==> config.mk <==
export PLATFORM = sky130hd
export DESIGN_NAME = gpit_timer
export DESIGN_NICKNAME = d
export VERILOG_FILES = /design/src/design/gpit_pkg.sv /design/src/design/gpit_edge.sv /design/src/design/gpit_prescaler.sv /design/src/design/gpit_timer.sv
export SDC_FILE = /design/constraint.sdc
export NUM_CORES = 1
export LEC_CHECK = 0
export ABC_AREA = 1
export BUFFER_PORTS_ARGS = -buffer_cell sky130_fd_sc_hd__buf_2
export CAP_MARGIN = 25
export CORE_UTILIZATION = 65
export CTS_BUF_LIST = sky130_fd_sc_hd__clkbuf_2
export CTS_CLUSTER_DIAMETER = 200
export DETAILED_ROUTE_END_ITERATION = 10
export MAX_ROUTING_LAYER = met4
export PLACE_DENSITY = 0.91
export SLEW_MARGIN = 20
export SYNTH_ARGS = -nofsm -noshare
export SYNTH_HDL_FRONTEND = slang
export SYNTH_SLANG_ARGS = --single-unit
==> constraint.sdc <==
create_clock -name clock -period 4.2 [get_ports clock]
set_clock_uncertainty 0.1 [all_clocks]
set_input_delay 0.63 -clock clock [delete_from_list [all_inputs] [get_ports clock]]
set_output_delay 0.63 -clock clock [all_outputs]
set_load 0.01 [all_outputs]
==> src/design/gpit_pkg.sv <==
// shared constants and types for the gated prescaled interval timer
package gpit_pkg;

	// register indices on the plain register port
	localparam logic [2:0] ADDR_CTRL = 3'h0;
	localparam logic [2:0] ADDR_COUNT = 3'h1;
	localparam logic [2:0] ADDR_PERIOD = 3'h2;
	localparam logic [2:0] ADDR_STATUS = 3'h3;
	localparam logic [2:0] ADDR_MASK = 3'h4;

	// control register field positions
	localparam int CTRL_RUN_BIT = 15;
	localparam int CTRL_IDLE_BIT = 13;
	localparam int CTRL_EXT_LSB = 8;
	localparam int CTRL_GATE_BIT = 6;
	localparam int CTRL_PRE_LSB = 4;
	localparam int CTRL_SYNC_BIT = 2;
	localparam int CTRL_SRC_BIT = 1;
	localparam logic [15:0] CTRL_RSVD_MASK = 16'h5C89;

	// status and mask bit positions
	localparam int STAT_MATCH_BIT = 0;
	localparam int STAT_GATE_BIT = 1;
	localparam int STAT_WIDTH = 2;

	// reset values
	localparam logic [15:0] CTRL_RESET = 16'h0000;
	localparam logic [15:0] COUNT_RESET = 16'h0000;
	localparam logic [15:0] PERIOD_RESET = 16'hFFFF;
	localparam logic [1:0] STAT_RESET = 2'h0;

	// extended source codes
	localparam logic [1:0] EXT_SECONDARY = 2'h0;
	localparam logic [1:0] EXT_PIN = 2'h1;
	localparam logic [1:0] EXT_LOW_POWER_RC_OSC = 2'h2;

	// prescale terminal counts for 1:1, 1:8, 1:64, 1:256
	localparam logic [7:0] PRE_LIM_1 = 8'h00;
	localparam logic [7:0] PRE_LIM_8 = 8'h07;
	localparam logic [7:0] PRE_LIM_64 = 8'h3F;
	localparam logic [7:0] PRE_LIM_256 = 8'hFF;

	typedef struct packed {
		logic run;
		logic idle_halt_select;
		logic [1:0] ext_source_select;
		logic gate_accum_enable;
		logic [1:0] prescale_select;
		logic ext_input_sync;
		logic source_select;
	} gpit_ctrl_s;

	typedef enum logic [1:0] {
		GPIT_OFF = 2'b00,
		GPIT_TIMER = 2'b01,
		GPIT_GATED = 2'b11,
		GPIT_COUNTER = 2'b10
	} gpit_mode_e;

endpackage

==> src/design/gpit_edge.sv <==
// edge detector for an external level, optionally double-synchronised
`timescale 1ns/1ps
`default_nettype none
module gpit_edge (
	input wire logic clock,
	input wire logic sys_rst,
	input wire logic level,
	input wire logic use_sync,
	output logic rise,
	output logic fall
);
	logic meta;
	logic sync_q;
	logic direct_q;
	logic prev;
	logic cur;

	// the direct path saves one cycle of latency but trusts the pin timing
	assign cur = use_sync ? sync_q : direct_q;
	assign rise = cur & ~prev;
	assign fall = ~cur & prev;

	always_ff @(posedge clock) begin
		if (sys_rst) begin
			meta <= 1'b0;
			sync_q <= 1'b0;
			direct_q <= 1'b0;
			prev <= 1'b0;
		end else begin
			meta <= level;
			sync_q <= meta;
			direct_q <= level;
			prev <= cur;
		end
	end
endmodule
`default_nettype wire

==> src/design/gpit_prescaler.sv <==
// programmable prescaler: passes one tick out of 1, 8, 64 or 256
`timescale 1ns/1ps
`default_nettype none
module gpit_prescaler (
	input wire logic clock,
	input wire logic sys_rst,
	input wire logic clear,
	input wire logic tick_in,
	input wire logic [1:0] ratio,
	output logic tick_out
);
	logic [7:0] cnt;
	logic [7:0] limit;
	logic at_limit;

	function automatic logic [7:0] ratio_limit(input logic [1:0] sel);
		case (sel)
			2'd0: ratio_limit = gpit_pkg::PRE_LIM_1;
			2'd1: ratio_limit = gpit_pkg::PRE_LIM_8;
			2'd2: ratio_limit = gpit_pkg::PRE_LIM_64;
			default: ratio_limit = gpit_pkg::PRE_LIM_256;
		endcase
	endfunction

	assign limit = ratio_limit(ratio);
	assign at_limit = (cnt >= limit);
	assign tick_out = tick_in & at_limit;

	always_ff @(posedge clock) begin
		if (sys_rst || clear) begin
			cnt <= 8'h00;
		end else if (tick_in) begin
			cnt <= at_limit ? 8'h00 : cnt + 8'h01;
		end
	end
endmodule
`default_nettype wire

==> src/design/gpit_timer.sv <==
// top of the gated prescaled interval timer with its register port
`timescale 1ns/1ps
`default_nettype none
module gpit_timer (
	input wire logic clock,
	input wire logic sys_rst,
	input wire logic [2:0] reg_addr,
	input wire logic [15:0] reg_wdata,
	input wire logic reg_wr,
	input wire logic reg_rd,
	output logic [15:0] reg_rdata,
	input wire logic ext_count_pin,
	input wire logic secondary_osc,
	input wire logic low_power_rc_osc,
	input wire logic cpu_idle,
	input wire logic cpu_sleep,
	output logic irq
);
	gpit_pkg::gpit_ctrl_s ctrl;
	gpit_pkg::gpit_mode_e mode;
	logic [15:0] count;
	logic [15:0] period_value;
	logic [1:0] status;
	logic [1:0] mask;
	logic [15:0] ctrl_word;
	logic [15:0] next_rdata;
	logic [1:0] next_status;
	logic [15:0] next_count;

	// address decode
	wire wr_ctrl = reg_wr && (reg_addr == gpit_pkg::ADDR_CTRL);
	wire wr_count = reg_wr && (reg_addr == gpit_pkg::ADDR_COUNT);
	wire wr_period = reg_wr && (reg_addr == gpit_pkg::ADDR_PERIOD);
	wire wr_status = reg_wr && (reg_addr == gpit_pkg::ADDR_STATUS);
	wire wr_mask = reg_wr && (reg_addr == gpit_pkg::ADDR_MASK);

	// mode decode: gate enable only counts with the internal source
	assign mode = !ctrl.run ? gpit_pkg::GPIT_OFF :
		ctrl.source_select ? gpit_pkg::GPIT_COUNTER :
		ctrl.gate_accum_enable ? gpit_pkg::GPIT_GATED :
		gpit_pkg::GPIT_TIMER;

	// external source selection, reserved code selects nothing
	wire ext_level = (ctrl.ext_source_select == gpit_pkg::EXT_SECONDARY) ? secondary_osc :
		(ctrl.ext_source_select == gpit_pkg::EXT_PIN) ? ext_count_pin :
		(ctrl.ext_source_select == gpit_pkg::EXT_LOW_POWER_RC_OSC) ? low_power_rc_osc : 1'b0;

	wire ext_rise;
	wire gate_fall;

	// sync choice only matters for the external source
	gpit_edge u_ext_edge (
		.clock(clock),
		.sys_rst(sys_rst),
		.level(ext_level),
		.use_sync(ctrl.ext_input_sync),
		.rise(ext_rise),
		.fall()
	);

	// gate is the count pin, always synchronised
	gpit_edge u_gate_edge (
		.clock(clock),
		.sys_rst(sys_rst),
		.level(ext_count_pin),
		.use_sync(1'b1),
		.rise(),
		.fall(gate_fall)
	);

	logic gate_meta;
	logic gate_level;
	always_ff @(posedge clock) begin
		if (sys_rst) begin
			gate_meta <= 1'b0;
			gate_level <= 1'b0;
		end else begin
			gate_meta <= ext_count_pin;
			gate_level <= gate_meta;
		end
	end

	// the system clock stands for the half-oscillator internal clock
	wire src_tick = ctrl.source_select ? ext_rise : 1'b1;
	// only the direct external path keeps counting in sleep
	wire sleep_stop = cpu_sleep && !(ctrl.source_select && !ctrl.ext_input_sync);
	wire idle_stop = cpu_idle && ctrl.idle_halt_select;
	wire gate_ok = (mode != gpit_pkg::GPIT_GATED) || gate_level;
	wire count_en = (mode != gpit_pkg::GPIT_OFF) && !sleep_stop && !idle_stop && gate_ok;

	wire count_tick;
	gpit_prescaler u_pre (
		.clock(clock),
		.sys_rst(sys_rst),
		.clear(!ctrl.run),
		.tick_in(src_tick && count_en),
		.ratio(ctrl.prescale_select),
		.tick_out(count_tick)
	);

	wire match_hit = count_tick && (count == period_value);
	wire gate_evt = gate_fall && (mode == gpit_pkg::GPIT_GATED) && !idle_stop;

	// a software write to the count takes priority over counting
	always_comb begin
		next_count = count;
		if (wr_count) begin
			next_count = reg_wdata;
		end else if (match_hit) begin
			next_count = gpit_pkg::COUNT_RESET;
		end else if (count_tick) begin
			next_count = count + 16'h0001;
		end
	end

	// hardware set wins over a write-one clear in the same cycle
	always_comb begin
		next_status = status;
		if (wr_status) begin
			next_status = status & ~reg_wdata[gpit_pkg::STAT_WIDTH-1:0];
		end
		if (match_hit) begin
			next_status[gpit_pkg::STAT_MATCH_BIT] = 1'b1;
		end
		if (gate_evt) begin
			next_status[gpit_pkg::STAT_GATE_BIT] = 1'b1;
		end
	end

	// unimplemented bits are never stored, so they read as zero
	assign ctrl_word = {ctrl.run, 1'b0, ctrl.idle_halt_select, 3'b000,
		ctrl.ext_source_select, 1'b0, ctrl.gate_accum_enable,
		ctrl.prescale_select, 1'b0, ctrl.ext_input_sync,
		ctrl.source_select, 1'b0};

	always_comb begin
		if (reg_addr == gpit_pkg::ADDR_CTRL) begin
			next_rdata = ctrl_word;
		end else if (reg_addr == gpit_pkg::ADDR_COUNT) begin
			next_rdata = count;
		end else if (reg_addr == gpit_pkg::ADDR_PERIOD) begin
			next_rdata = period_value;
		end else if (reg_addr == gpit_pkg::ADDR_STATUS) begin
			next_rdata = {14'h0000, status};
		end else if (reg_addr == gpit_pkg::ADDR_MASK) begin
			next_rdata = {14'h0000, mask};
		end else begin
			next_rdata = 16'h0000;
		end
	end

	always_ff @(posedge clock) begin
		if (sys_rst) begin
			ctrl <= gpit_pkg::gpit_ctrl_s'(9'h000);
		end else if (wr_ctrl) begin
			ctrl.run <= reg_wdata[gpit_pkg::CTRL_RUN_BIT];
			ctrl.idle_halt_select <= reg_wdata[gpit_pkg::CTRL_IDLE_BIT];
			ctrl.ext_source_select <= reg_wdata[gpit_pkg::CTRL_EXT_LSB +: 2];
			ctrl.gate_accum_enable <= reg_wdata[gpit_pkg::CTRL_GATE_BIT];
			ctrl.prescale_select <= reg_wdata[gpit_pkg::CTRL_PRE_LSB +: 2];
			ctrl.ext_input_sync <= reg_wdata[gpit_pkg::CTRL_SYNC_BIT];
			ctrl.source_select <= reg_wdata[gpit_pkg::CTRL_SRC_BIT];
		end
	end

	always_ff @(posedge clock) begin
		if (sys_rst) begin
			count <= gpit_pkg::COUNT_RESET;
			period_value <= gpit_pkg::PERIOD_RESET;
			status <= gpit_pkg::STAT_RESET;
			mask <= gpit_pkg::STAT_RESET;
			reg_rdata <= 16'h0000;
		end else begin
			count <= next_count;
			status <= next_status;
			if (wr_period) begin
				period_value <= reg_wdata;
			end
			if (wr_mask) begin
				mask <= reg_wdata[gpit_pkg::STAT_WIDTH-1:0];
			end
			reg_rdata <= reg_rd ? next_rdata : 16'h0000;
		end
	end

	// interrupt enable lives in the mask; priority belongs to the controller
	assign irq = |(status & mask);
endmodule
`default_nettype wire

**Word level (Yosys, flattened, before mapping)**

Cells that the tools add are included.

- $add $sub $neg: 2
- Reduce and logical (&&, ||, !) cells: 32
- Bitwise logic cells: 9
- Equality and inequality tests: 11
- Muxes and demuxes: 21
- Order comparisons: 1

Operators with widths:

| cell | count |
|---|---|
| 2-to-1 mux 16 bit | 6 |
| case mux 8 bit (3 select lines) | 1 |
| adder 16 x 1 -> 16 bit (second input constant) | 1 |
| equality test 16 bit | 1 |
| logical AND 1 bit | 15 |
| 2-to-1 mux 2 bit | 6 |
| adder 8 x 1 -> 8 bit (second input constant) | 1 |
| >= comparator 8 bit | 1 |
| 2-to-1 mux 8 bit | 1 |
| 2-to-1 mux 1 bit | 7 |
| equality test 2 bit (second input constant) | 3 |
| equality test 3 x 2 -> 1 bit (second input constant) | 2 |
| nonzero test 2 bit | 3 |
| zero test 1 bit | 5 |
| bitwise AND 2 bit | 2 |
| equality test 2 x 1 -> 1 bit (second input constant) | 2 |
| zero test 2 bit | 2 |
| OR reduction 2 bit | 2 |
| bitwise AND 1 bit | 3 |
| equality test 3 x 1 -> 1 bit (second input constant) | 1 |
| equality test 3 bit (second input constant) | 1 |
| zero test 3 bit | 1 |
| inverter 1 bit | 3 |
| nonzero test 3 bit | 1 |
| 4 further kinds | 5 |

- Register bits after elaboration: 75

**Logic depth before layout (Yosys ltp)**

Gate-level depths: netlist (run 1).

- Depth in word-level cells: 13
- Gate-level depth with buffers: 14
- Mapped depth without buffers: 14

**Modules after synthesis**

A second synthesis (run 1) with hierarchy kept.

- Cell total of the unflattened synthesis: 626
- Area total of the unflattened synthesis: 4,217.8 um2

By module, submodules not included:

| module | area each (um2) | times used | sequential area each (um2) | cells an instance |
|---|---|---|---|---|
| gpit_timer | 3,490.8 | 1 | 1,261.2 | 523 |
| gpit_prescaler | 486.7 | 1 | 160.2 | 65 |
| gpit_edge | 120.1 | 2 | 60.1 | 19 |

**Worst setup path before layout (run 1)**

Ideal clock, no wire load.

- Kind: input-to-reg
- Start point: in reg_addr[2]
- End point: reg count[3]
- Path slack: 2,255 ps
- Arrival: 1,725 ps
- Stages on the path: 9
- Path through: nor3_4 > inv_4 > nor2_8 > inv_4 > nand2_8 > inv_4 > buf_6 > a21oi_2 > a21oi_1

- Cells in the longest elaborated chain, start to end: 3
- Elaborated cells between the ends (all ways): 4
- Those cells by class: eq/ne (1); mux (1); reduce/logical (2)

Ends and longest elaborated chain:

| element | line | RTL |
|---|---|---|
| start, declared | gpit_timer.sv:7 | `input wire logic [2:0] reg_addr,` |
| equality test 3 x 1 -> 1 bit * | gpit_timer.sv:32 | `wire wr_count = reg_wr && (reg_addr == gpit_pkg::ADDR_COUNT);` |
| logical AND 1 bit * | gpit_timer.sv:32 |  |
| nonzero test 3 bit (no source line) / 2-to-1 mux 16 bit (equally long branches) | -- |  |
| end signal, assigned | gpit_timer.sv:168 | `count <= gpit_pkg::COUNT_RESET;` |
| end signal, assigned | gpit_timer.sv:174 | `count <= next_count;` |
| end, declared | gpit_timer.sv:21 | `logic [15:0] count;` |

Mark *: on every way between the ends. The rest lies on a longest branch, timed or not.
A chain may end at the register's enable or synchronous reset.

**Worst setup path after layout (run 1)**

- Start point: reg ctrl[3] (netlist name)
- End point: reg count[8]

- Cells in the longest elaborated chain, start to end: 7
- Elaborated cells between the ends (all ways): 10
- Those cells by class: order compare (1); eq/ne (2); mux (3); bitwise (1); reduce/logical (3)

Ends and longest elaborated chain:

| element | line | RTL |
|---|---|---|
| start, declared | gpit_timer.sv:19 | `gpit_pkg::gpit_ctrl_s ctrl;` |
| start signal, assigned | gpit_timer.sv:154 | `ctrl <= gpit_pkg::gpit_ctrl_s'(9'h000);` |
| equality test 2 bit, or another cell as far along | gpit_prescaler.sv:17 | `case (sel)` |
| case mux 8 bit (3 select lines) * | gpit_prescaler.sv:17 |  |
| >= comparator 8 bit * | gpit_prescaler.sv:26 | `assign at_limit = (cnt >= limit);` |
| bitwise AND 1 bit * | gpit_prescaler.sv:27 | `assign tick_out = tick_in & at_limit;` |
| logical AND 1 bit | gpit_timer.sv:101 | `wire match_hit = count_tick && (count == period_value);` |
| 2-to-1 mux 16 bit | gpit_timer.sv:109 | `end else if (match_hit) begin` |
| 2-to-1 mux 16 bit | gpit_timer.sv:107 | `if (wr_count) begin` |

Marked as above.

==> results.sh, run 1 <==
export IMPL_top_layer_used="met4"
export IMPL_start_util_pct=68.5
export IMPL_tightestPinTransition_ps=901
export IMPL_cp_start_kind="register"
export IMPL_fin_crit_sh_pct=56.4
export IMPL_drt_initial_drc_count=359
export IMPL_post_route_min_period_ps=2370
export IMPL_wl_per_cell_um=14.4
export IMPL_grt_max_degree=32
export IMPL_area_growth_pct=9.79
export IMPL_tritoncts_num_buffers=9
export IMPL_vias=3861
export IMPL_yosysTopAreaCell="dfxtp_1"
export IMPL_cts_htree_levels=3
export IMPL_drt_first_pass_iters=5
export IMPL_path_max_fanout=13
export IMPL_holdPathEnd="period_value[14]$_SDFFE_PP1P_"
export IMPL_wl_met1_um=4070
export IMPL_switching_share_pct=26.4
export IMPL_syn_instance_count=562
export IMPL_grtUsageTotal_pct=34.2
export IMPL_rows=27
export IMPL_endpoint_kind="register"
export IMPL_power_frac_seq_pct=56.8
export IMPL_syn_nets=595
export IMPL_clk_pin_slew_worst_paths_ps=190
export IMPL_wirelength_um=9790
export IMPL_die_area_um2=6190
export IMPL_crit_type="register to register"
export IMPL_synth_area_top_cells="dfxtp_1 (39%), nand2_1 (15%), inv_1 (6.9%), a21oi_1 (6.0%), nor2_1 (5.7%)"
export IMPL_synth_edff_count=0
export IMPL_wl_met3_um=772
export IMPL_cts_root_buf="clkbuf_2"
export IMPL_grt_pass1_vias=3493
export IMPL_place_hpwl_um=6830
export IMPL_synth_main_ff_cell="dfxtp_1"
export IMPL_regArea_um2=1500
export IMPL_ys_warn_count=0
export IMPL_drive_above_1_share_pct=11.9
export IMPL_fp_dieW_um=78.7
export IMPL_clock_insertion_delay_worst_skew_ps=530
export IMPL_coreArea_um2=5570
export IMPL_cts_sinks=75
export IMPL_synthTopCellsByCount="nand2_1 (155), dfxtp_1 (75), inv_1 (70)"
export IMPL_slew_headroom_pct=39.8
export IMPL_intPower_mw=0.967
export IMPL_maxCapViolations=0
export IMPL_hp_class="primary input to register"
export IMPL_ant_nets=0
export IMPL_cts_resized=0
export IMPL_grt_overflow=0
export IMPL_yosysMostFrequentCell="nand2_1"
export IMPL_fmax_mhz=422
export IMPL_io_pins=45
export IMPL_p_per_area_nw_per_um2=313
export IMPL_grt_pass1_wl_um=15900
export IMPL_p_leak_nw=1.87
export IMPL_worstHoldPathCells=3
export IMPL_ys_async_sr_fraction_pct=0
export IMPL_finalNonFillerCells=679
export IMPL_drc=0
export IMPL_ff2ff_path_depth=10
export IMPL_clk_path_buf_depth=2
export IMPL_r2r_end="count[8]$_SDFFE_PP0P_"
export IMPL_place_area_um2=4060
export IMPL_place_ws_ps=1480
export IMPL_diodes=0
export IMPL_p_switching_mw=0.348
export IMPL_min_from="reg_wdata[14]"
export IMPL_finalSetupViolations=0
export IMPL_cts_tree="yes"
export IMPL_io_buffers=44
export IMPL_pwr_share_comb_pct=9.3
export IMPL_cts_setup_buffers=0
export IMPL_wl_met2_um=4760
export IMPL_cts_hold_buffers_added=0
export IMPL_rsz0062_at_grt="false"
export IMPL_hold_slack_ps=220
export IMPL_status="complete, no violations"
export IMPL_clockPowerShare_pct=34.0
export IMPL_timing_rr_start="ctrl[3]$_SDFFE_PP0P_"
export IMPL_syn_area_per_cell_um2=6.80
export IMPL_r2r_slack_ps=1830
export IMPL_final_max_slew_viol_count=0
export IMPL_yosysUniqueCellTypes=34
export IMPL_stdcell_area_um2=4190
export IMPL_seq_area_frac_synth_pct=39.3
export IMPL_peakVddDrop_uv=220
export IMPL_critical_path_required_ps=4520
export IMPL_synthesis_area_um2=3820
export IMPL_fin_tns_setup_ps=0
export IMPL_gp_congestion=0.931
export IMPL_critPathArrivalTime_ps=2690
export IMPL_die_h_um=78.7
export IMPL_placed_cells=663
export IMPL_fin_ws_ps=1830
export IMPL_synth_top_area_share_pct=39.3
export IMPL_critPathLaunch="ctrl[3]$_SDFFE_PP0P_"
export IMPL_ys_ff_latch=75
export IMPL_multi_input_comb_area_um2=1950
export IMPL_finalNetCount=635
export IMPL_antenna_found_initial=0
export IMPL_viasPerCell=5.69
export IMPL_hold_violations=0
export IMPL_fillers=449
[worst max-delay path by stage]
stage	end	slack, ps	cells past startpoint
global route	count[5]$_SDFFE_PP0P_	1620	10
detailed placement	reg_rdata[10]$_SDFF_PP0_	1480	6
floorplan	count[3]$_SDFFE_PP0P_	2260	9
CTS	count[8]$_SDFFE_PP0P_	1860	10
global placement	reg_rdata[12]$_SDFF_PP0_	1560	6
finish	count[8]$_SDFFE_PP0P_	1830	10
[stage by stage]
step                      total power, mW  utilization (%)
after floorplan                     0.834                -
after global placement              0.874             72.9
after detailed placement            0.878             72.9
after CTS                            1.31             75.2
after global routing                 1.36             75.2
final                                1.31             75.2
[kinds of logic after synthesis]
kind of cell / count (synthesis) / share of synthesized area (%)
buffers and inverters: 91 / 9.60
AOI/OAI and AO/OA: 104 / 15.3
DFF: 75 / 39.3
adders and majority gates: 5 / 1.64
xor gates and xnor gates: 18 / 4.13
and+or+nand+nor: 269 / 30.0
[power by group through the flow]
| stage | clock network [mW] | registers, mW | logic [mW] |
|---|---|---|---|
| floorplan | 0 | 0.757 | 0.0765 |
| global placement | 0 | 0.759 | 0.115 |
| detailed placement | 0 | 0.760 | 0.118 |
| CTS | 0.448 | 0.746 | 0.120 |
| global route | 0.480 | 0.749 | 0.135 |
| finish | 0.447 | 0.746 | 0.122 |
[cell usage in the layout (no fill, tap or decap), types with 13 or more instances in the layout]
master   netlist  final
nand3_1       30     30
nand4_1       13     13
xnor2_1       14     14
nor2_1        58     58
dfxtp_1       75     75
a21oi_1       46     46
nand2_1      155    155
o21ai_0       35     35
inv_1         70     70
buf_2          8     44
[state kept, by name, indices dropped and copies added (netlist names), 2 cells and up]
name and cells:
count 16, period_value 16, reg_rdata 16, ctrl 9
u_pre.cnt 8, mask 2, status 2
[critical path, stage by stage (launching register included)]
cell	delay [ps]
dfxtp_1	470
nand2_1	110
ha_1	310
nand2_1	70
o31a_1	280
nand2_1	120
nand3_1	420
nand2_1	190
nand2_1	70
nand2_1	60
a21oi_1	50
[per-layer routing]
layer	global-route usage (%)	vias to the layer above
met5	-	-
met4	12.8	0
met3	7.21	26
met2	55.9	184
met1	41.3	1761
li1	-	1890
[final cells by class]
cell class                 instances  area share (%)
clock inverter                     6            1.91
inverter                          74            6.80
tap                               72            2.15
clock buffer                      10            1.19
sequential                        75            35.8
timing repair buffer              46            5.61
multi-input combinational        396            46.5
(Power assumes the default switching activity.)
==> run 2, diff against run 1 <==
--- a/config.mk
+++ b/config.mk
@@ -8,12 +8,12 @@
 export ABC_AREA = 1
 export BUFFER_PORTS_ARGS = -buffer_cell sky130_fd_sc_hd__buf_2
 export CAP_MARGIN = 25
-export CORE_UTILIZATION = 65
+export CORE_UTILIZATION = 55
 export CTS_BUF_LIST = sky130_fd_sc_hd__clkbuf_2
 export CTS_CLUSTER_DIAMETER = 200
 export DETAILED_ROUTE_END_ITERATION = 10
 export MAX_ROUTING_LAYER = met4
-export PLACE_DENSITY = 0.91
+export PLACE_DENSITY = 0.82
 export SLEW_MARGIN = 20
 export SYNTH_ARGS = -nofsm -noshare
 export SYNTH_HDL_FRONTEND = slang
==> constraint.sdc (replaced) <==
create_clock -name clock -period 1.9 [get_ports clock]
set_clock_uncertainty 0.1 [all_clocks]
set_input_delay 0.285 -clock clock [delete_from_list [all_inputs] [get_ports clock]]
set_output_delay 0.285 -clock clock [all_outputs]
set_load 0.01 [all_outputs]
==> run 2 against run 1 <==
The run now ends with negative setup slack left; combinational power increased to 3.1 times the previous value; fmax increased by 20%; global-route usage decreased by 3.5 points; core utilization decreased by 1.6 points; clock power increased by 140%; flip-flop and latch count unchanged; setup slack got worse by 1900 ps; sequential share of layout area decreased by 5.4 points; non-clock buffer count increased by 58; final cell count increased by 9.9%; via count increased by 6.4%; sequential power increased by 120%; critical path type unchanged.
==> results.sh, run 2 (synthesized netlist as in run 1, its figures left out) <==
export IMPL_grt_pass1_vias=3700
export IMPL_start_util_pct=56.5
export IMPL_fmax_mhz=508
export IMPL_met2_usage_pct=50.2
export IMPL_rows=30
export IMPL_gp_congestion=0.935
export IMPL_final_util_pct=73.7
export IMPL_grt_max_degree=31
export IMPL_rsz0062_at_grt="true"
export IMPL_fp_dieW_um=85.3
export IMPL_cts_root_buf="clkbuf_2"
export IMPL_ant_nets=0
export IMPL_drt_first_pass_iters=5
export IMPL_maxCapViolations=0
export IMPL_top_regs="count x16, period_value x16, reg_rdata x16"
export IMPL_gr_usage_met3_pct=7.30
export IMPL_fin_crit_sh_pct=104
export IMPL_antenna_found_initial=0
export IMPL_tritoncts_num_buffers=9
export IMPL_r2r_end="count[4]$_SDFFE_PP0P_"
export IMPL_multi_input_comb_area_um2=2140
export IMPL_place_hpwl_um=7300
export IMPL_clk_path_buf_depth=2
export IMPL_cts_sinks=75
export IMPL_diodes=0
export IMPL_peakVddDrop_uv=366
export IMPL_critical_path_required_ps=2320
export IMPL_critPathLaunch="ctrl[2]$_SDFFE_PP0P_"
export IMPL_area_growth_pct=30.3
export IMPL_die_h_um=85.3
export IMPL_crit_slowest_cell="dfxtp_2"
export IMPL_use_met1_pct=36.6
export IMPL_crit_chain="buf_4, buf_4, o21ai_0, nand2_2, nand3_2, nand2_2, nand2_4, nand2_8, buf_12, nand2_4, o21ai_0, a21oi_1"
export IMPL_finalSetupViolations=14
export IMPL_clock_insertion_delay_worst_skew_ps=570
export IMPL_critPathArrivalTime_ps=2390
export IMPL_post_route_min_period_ps=1970
export IMPL_fin_ws_ps=-70.2
export IMPL_hp_class="primary input to register"
export IMPL_tightestPinTransition_ps=485
export IMPL_cts_htree_levels=3
export IMPL_slew_headroom_pct=67.6
export IMPL_placed_cells=695
export IMPL_grt_pass1_wl_um=16900
export IMPL_r2r_slack_ps=-70
export IMPL_viasPerCell=5.51
export IMPL_hold_slack_ps=62.0
export IMPL_hold_violations=0
export IMPL_regArea_um2=1510
export IMPL_grtUsageTotal_pct=30.7
export IMPL_fin_tns_setup_ps=-540
export IMPL_final_common_cell="nand2_1"
export IMPL_status="finished with violations"
export IMPL_ff2ff_path_depth=12
export IMPL_finalNetCount=694
export IMPL_wirelength_um=10900
export IMPL_vias=4109
export IMPL_layout_common_cells="nand2_1 (147), dfxtp_1 (70), inv_1 (66), nor2_1 (51), buf_2 (44)"
export IMPL_clk_pin_slew_worst_paths_ps=250
export IMPL_coreArea_um2=6760
export IMPL_drc=0
export IMPL_endpoint_kind="register"
export IMPL_io_pins=45
export IMPL_final_max_slew_viol_count=0
export IMPL_finalNonFillerCells=746
export IMPL_grt_overflow=0
export IMPL_cp_slowest_stage_delay_ps=390
export IMPL_io_buffers=44
export IMPL_timing_rr_start="ctrl[2]$_SDFFE_PP0P_"
export IMPL_p_leak_nw=2.22
export IMPL_cp_start_kind="register"
export IMPL_drt_initial_drc_count=303
export IMPL_wl_per_cell_um=14.6
export IMPL_path_max_fanout=5
export IMPL_crit_end="count[4]$_SDFFE_PP0P_"
export IMPL_cts_tree="yes"
export IMPL_top_usage_layer="met2"
export IMPL_violations="negative setup slack"
export IMPL_drive_above_1_share_pct=21.8
export IMPL_crit_type="register to register"
export IMPL_die_area_um2=7280
export IMPL_fillers=505
export IMPL_p_per_area_nw_per_um2=622
## run 2: timing repair
item,in CTS,in global routing
hold buffers,25,0
buffers inserted,3,5
pin swaps,2,17
gates resized for setup,12,50
setup endpoints to repair,24,23
gates cloned,1,1
endpoints found under the hold margin,44,0
## run 2: cell type report
class,instances,area share [%]
Inverter,74,5.83
Multi-Input combinational cell,397,43.0
Sequential cell,75,30.4
Tap cell,80,2.01
Timing Repair Buffer,104,15.8
Clock buffer,9,0.905
Clock inverter,7,2.04
## run 2: worst min-delay path by stage
stage / from / to / slack [ps] / cells after the start
after global routing: reg_addr[0] / mask[1]$_SDFFE_PP0P_ / 40 / 4
after CTS: reg_addr[0] / mask[1]$_SDFFE_PP0P_ / 30 / 4
after floorplan: sys_rst / u_ext_edge.direct_q$_SDFF_PP0_ / 280 / 1
after global placement: u_gate_edge.meta$_SDFF_PP0_ / u_gate_edge.sync_q$_SDFF_PP0_ / 310 / 2
after detailed placement: u_gate_edge.meta$_SDFF_PP0_ / u_gate_edge.sync_q$_SDFF_PP0_ / 310 / 2
final: reg_addr[0] / mask[0]$_SDFFE_PP0P_ / 60 / 4
## run 2: per-stage QoR
stage	total power [mW]	worst slack, ps	instance area [um2]
floorplan	1.84	35.9	3820
global placement	1.95	-29.2	4270
detailed placement	1.96	-141	4270
CTS	3.06	-36.9	4740
global route	3.21	-190	4980
finish	3.10	-70.2	4980
## run 2: power by group
| part | total (mW) | switching, mW | internal [mW] |
|---|---|---|---|
| sequential | 1.65 | 0.0302 | 1.62 |
| combinational | 0.375 | 0.220 | 0.156 |
| clock | 1.08 | 0.629 | 0.448 |
## run 2: per-layer routing
layer	part of all wire, %	routed length, um
met5	0	0
met4	2.7	295
met3	7.5	813
met2	48	5270
met1	42	4530
## run 2: worst max-delay path: cells and delay by family (launching register included)
| kind | cells | cell delay [ps] |
|---|---|---|
| AOI/OAI and AO/OA | 3 | 490 |
| and+or+nand+nor | 6 | 540 |
| DFF | 1 | 390 |
| buffers and inverters | 3 | 420 |
==> run 3, diff against run 2 <==
--- a/config.mk
+++ b/config.mk
@@ -8,6 +8,7 @@
 export ABC_AREA = 1
 export BUFFER_PORTS_ARGS = -buffer_cell sky130_fd_sc_hd__buf_2
 export CAP_MARGIN = 25
+export CORE_ASPECT_RATIO = 0.7
 export CORE_UTILIZATION = 55
 export CTS_BUF_LIST = sky130_fd_sc_hd__clkbuf_2
 export CTS_CLUSTER_DIAMETER = 200
==> run 3 against run 2 <==
The flow still finishes with violations (negative setup slack); total power is 3.0% higher; wire length increased by 3.8%; combinational power about the same; global-route usage is 2.4 points higher; first-iteration DRC count grew 37%; cell area up 0.13%.
==> results.sh, run 3 (synthesized netlist as in run 1, its figures left out) <==
export IMPL_cts_tree="yes"
export IMPL_viasPerCell=5.45
export IMPL_drive_above_1_share_pct=23.9
export IMPL_critPathArrivalTime_ps=2370
export IMPL_die_h_um=71.7
export IMPL_gp_congestion=0.944
export IMPL_wl_per_cell_um=14.9
export IMPL_hold_violations=0
export IMPL_violations="negative setup slack"
export IMPL_path_max_fanout=7
export IMPL_slew_headroom_pct=63.6
export IMPL_crit_slowest_cell="dfxtp_4"
export IMPL_endpoint_kind="register"
export IMPL_final_common_cell="nand2_1"
export IMPL_die_area_um2=7290
export IMPL_fmax_mhz=495
export IMPL_critPathBufInv=1
export IMPL_clk_pin_slew_worst_paths_ps=220
export IMPL_p_per_area_nw_per_um2=640
export IMPL_vias=4133
export IMPL_p_leak_nw=2.20
export IMPL_grt_pass1_vias=3779
export IMPL_grt_pass1_wl_um=17800
export IMPL_finalSetupViolations=22
export IMPL_fp_dieW_um=102
export IMPL_rows=25
export IMPL_top_regs="count x16, period_value x16, reg_rdata x16"
export IMPL_post_route_min_period_ps=2020
export IMPL_power_mw=3.19
export IMPL_antenna_found_initial=0
export IMPL_grt_overflow=0
export IMPL_cts_htree_levels=3
export IMPL_io_buffers=44
export IMPL_ant_nets=0
export IMPL_diodes=0
export IMPL_final_util_pct=74.1
export IMPL_status="finished with violations"
export IMPL_io_pins=45
export IMPL_coreArea_um2=6730
export IMPL_layout_common_cells="nand2_1 (143), dfxtp_1 (68), inv_1 (66), nor2_1 (47), buf_2 (44)"
export IMPL_critical_path_required_ps=2250
export IMPL_tritoncts_num_buffers=9
export IMPL_drc=0
export IMPL_cts_root_buf="clkbuf_2"
export IMPL_cts_sinks=75
export IMPL_finalNetCount=693
export IMPL_hp_class="primary input to register"
export IMPL_tightestPinTransition_ps=545
export IMPL_rsz0062_at_grt="true"
export IMPL_wirelength_um=11300
export IMPL_peakVddDrop_uv=354
export IMPL_crit_type="register to register"
export IMPL_fin_ws_ps=-121
export IMPL_cp_start_kind="register"
export IMPL_place_hpwl_um=7410
export IMPL_area_growth_pct=30.5
export IMPL_cp_slowest_stage_delay_ps=430
export IMPL_final_max_slew_viol_count=0
export IMPL_crit_top_cell="nand2_4"
export IMPL_start_util_pct=56.8
export IMPL_grtUsageTotal_pct=33.1
export IMPL_fin_crit_sh_pct=106
export IMPL_drt_first_pass_iters=5
export IMPL_clk_path_buf_depth=2
export IMPL_drt_initial_drc_count=414
export IMPL_crit_chain="nand2_4, ha_4, nand2_4, o31a_1, nand2_4, nand3_2, buf_6, nand2_2, nand2_1, nand2_1, a21oi_2"
export IMPL_maxCapViolations=0
export IMPL_grt_max_degree=31
export IMPL_clock_insertion_delay_worst_skew_ps=560
export IMPL_critPathTopFamily="simple AND/OR/NAND/NOR gates"
[run 3: cell count changes in the layout (fill, tap and decap cells not counted), sizes merged, moves of 2 or more]
cell / delta
buf: +3
clkinv: -3
clkinvlp: +2
dlygate4sd3: -2
[run 3: worst register-to-register path, stage by stage (launching register included)]
cell     delay [ps]
dfxtp_4         430
nand2_4          80
ha_4            300
nand2_4          60
o31a_1          330
nand2_4         100
nand3_2         110
buf_6           170
nand2_2          60
nand2_1          40
nand2_1          90
a21oi_2          60
[run 3: report_power, final]
group | switching (mW) | internal, mW
Combinational | 0.216 | 0.158
Clock | 0.596 | 0.573
Sequential | 0.0315 | 1.62
Total | 0.844 | 2.35
[run 3: stage by stage]
| stage | hold WS, ps | area [um2] | cells | setup TNS (ps) | worst slack [ps] |
|---|---|---|---|---|---|
| 2_1_floorplan | 277 | 3820 | 562 | 0 | 35.9 |
| 5_1_grt | 35.4 | 4980 | 759 | -2930 | -202 |
| 3_3_place_gp | 292 | 4260 | 707 | 0 | 5.52 |
| 6_report | 76.2 | 4980 | 759 | -1410 | -121 |
| 4_1_cts | 34.5 | 4770 | 750 | -113 | -32.2 |
| 3_5_place_dp | 293 | 4260 | 707 | -1030 | -137 |
[run 3: repair_timing]
action,4_1_cts,5_1_grt
hold buffers,23,0
buffers inserted,3,9
pin swaps,7,12
resized for setup,28,52
endpoints found under the setup margin,21,24
gates cloned,1,0
hold endpoints to repair,41,0
[run 3: cell type report]
cell class | instances | area, um2
Clock buffer | 10 | 50.0
Multi-Input combinational cell | 396 | 2130
Inverter | 74 | 303
Sequential cell | 75 | 1520
Clock inverter | 6 | 114
Timing Repair Buffer | 104 | 751
Tap cell | 94 | 118
Fill cell | 499 | 1740
[run 3: final timing paths]
kind | cells past startpoint | end | slack, ps | start
worst min-delay path | 4 | reg_rdata[15]$_SDFF_PP0_ | 80 | sys_rst
worst max-delay path | 11 | count[10]$_SDFFE_PP0P_ | -120 | ctrl[2]$_SDFFE_PP0P_
worst min register to register | 2 | u_gate_edge.sync_q$_SDFF_PP0_ | 310 | u_gate_edge.meta$_SDFF_PP0_
worst max register to register | 11 | count[10]$_SDFFE_PP0P_ | -120 | ctrl[2]$_SDFFE_PP0P_
[run 3: per-layer routing]
| metal | up-vias | routed length, um | GRT usage [%] | part of all wire (%) |
|---|---|---|---|---|
| li1 | 2007 | - | - | - |
| met1 | 1872 | 4840 | 43.1 | 43 |
| met2 | 228 | 5170 | 51.3 | 46 |
| met3 | 26 | 1130 | 7.90 | 10 |
| met4 | 0 | 178 | 9.34 | 1.6 |
| met5 | - | 0 | - | 0 |
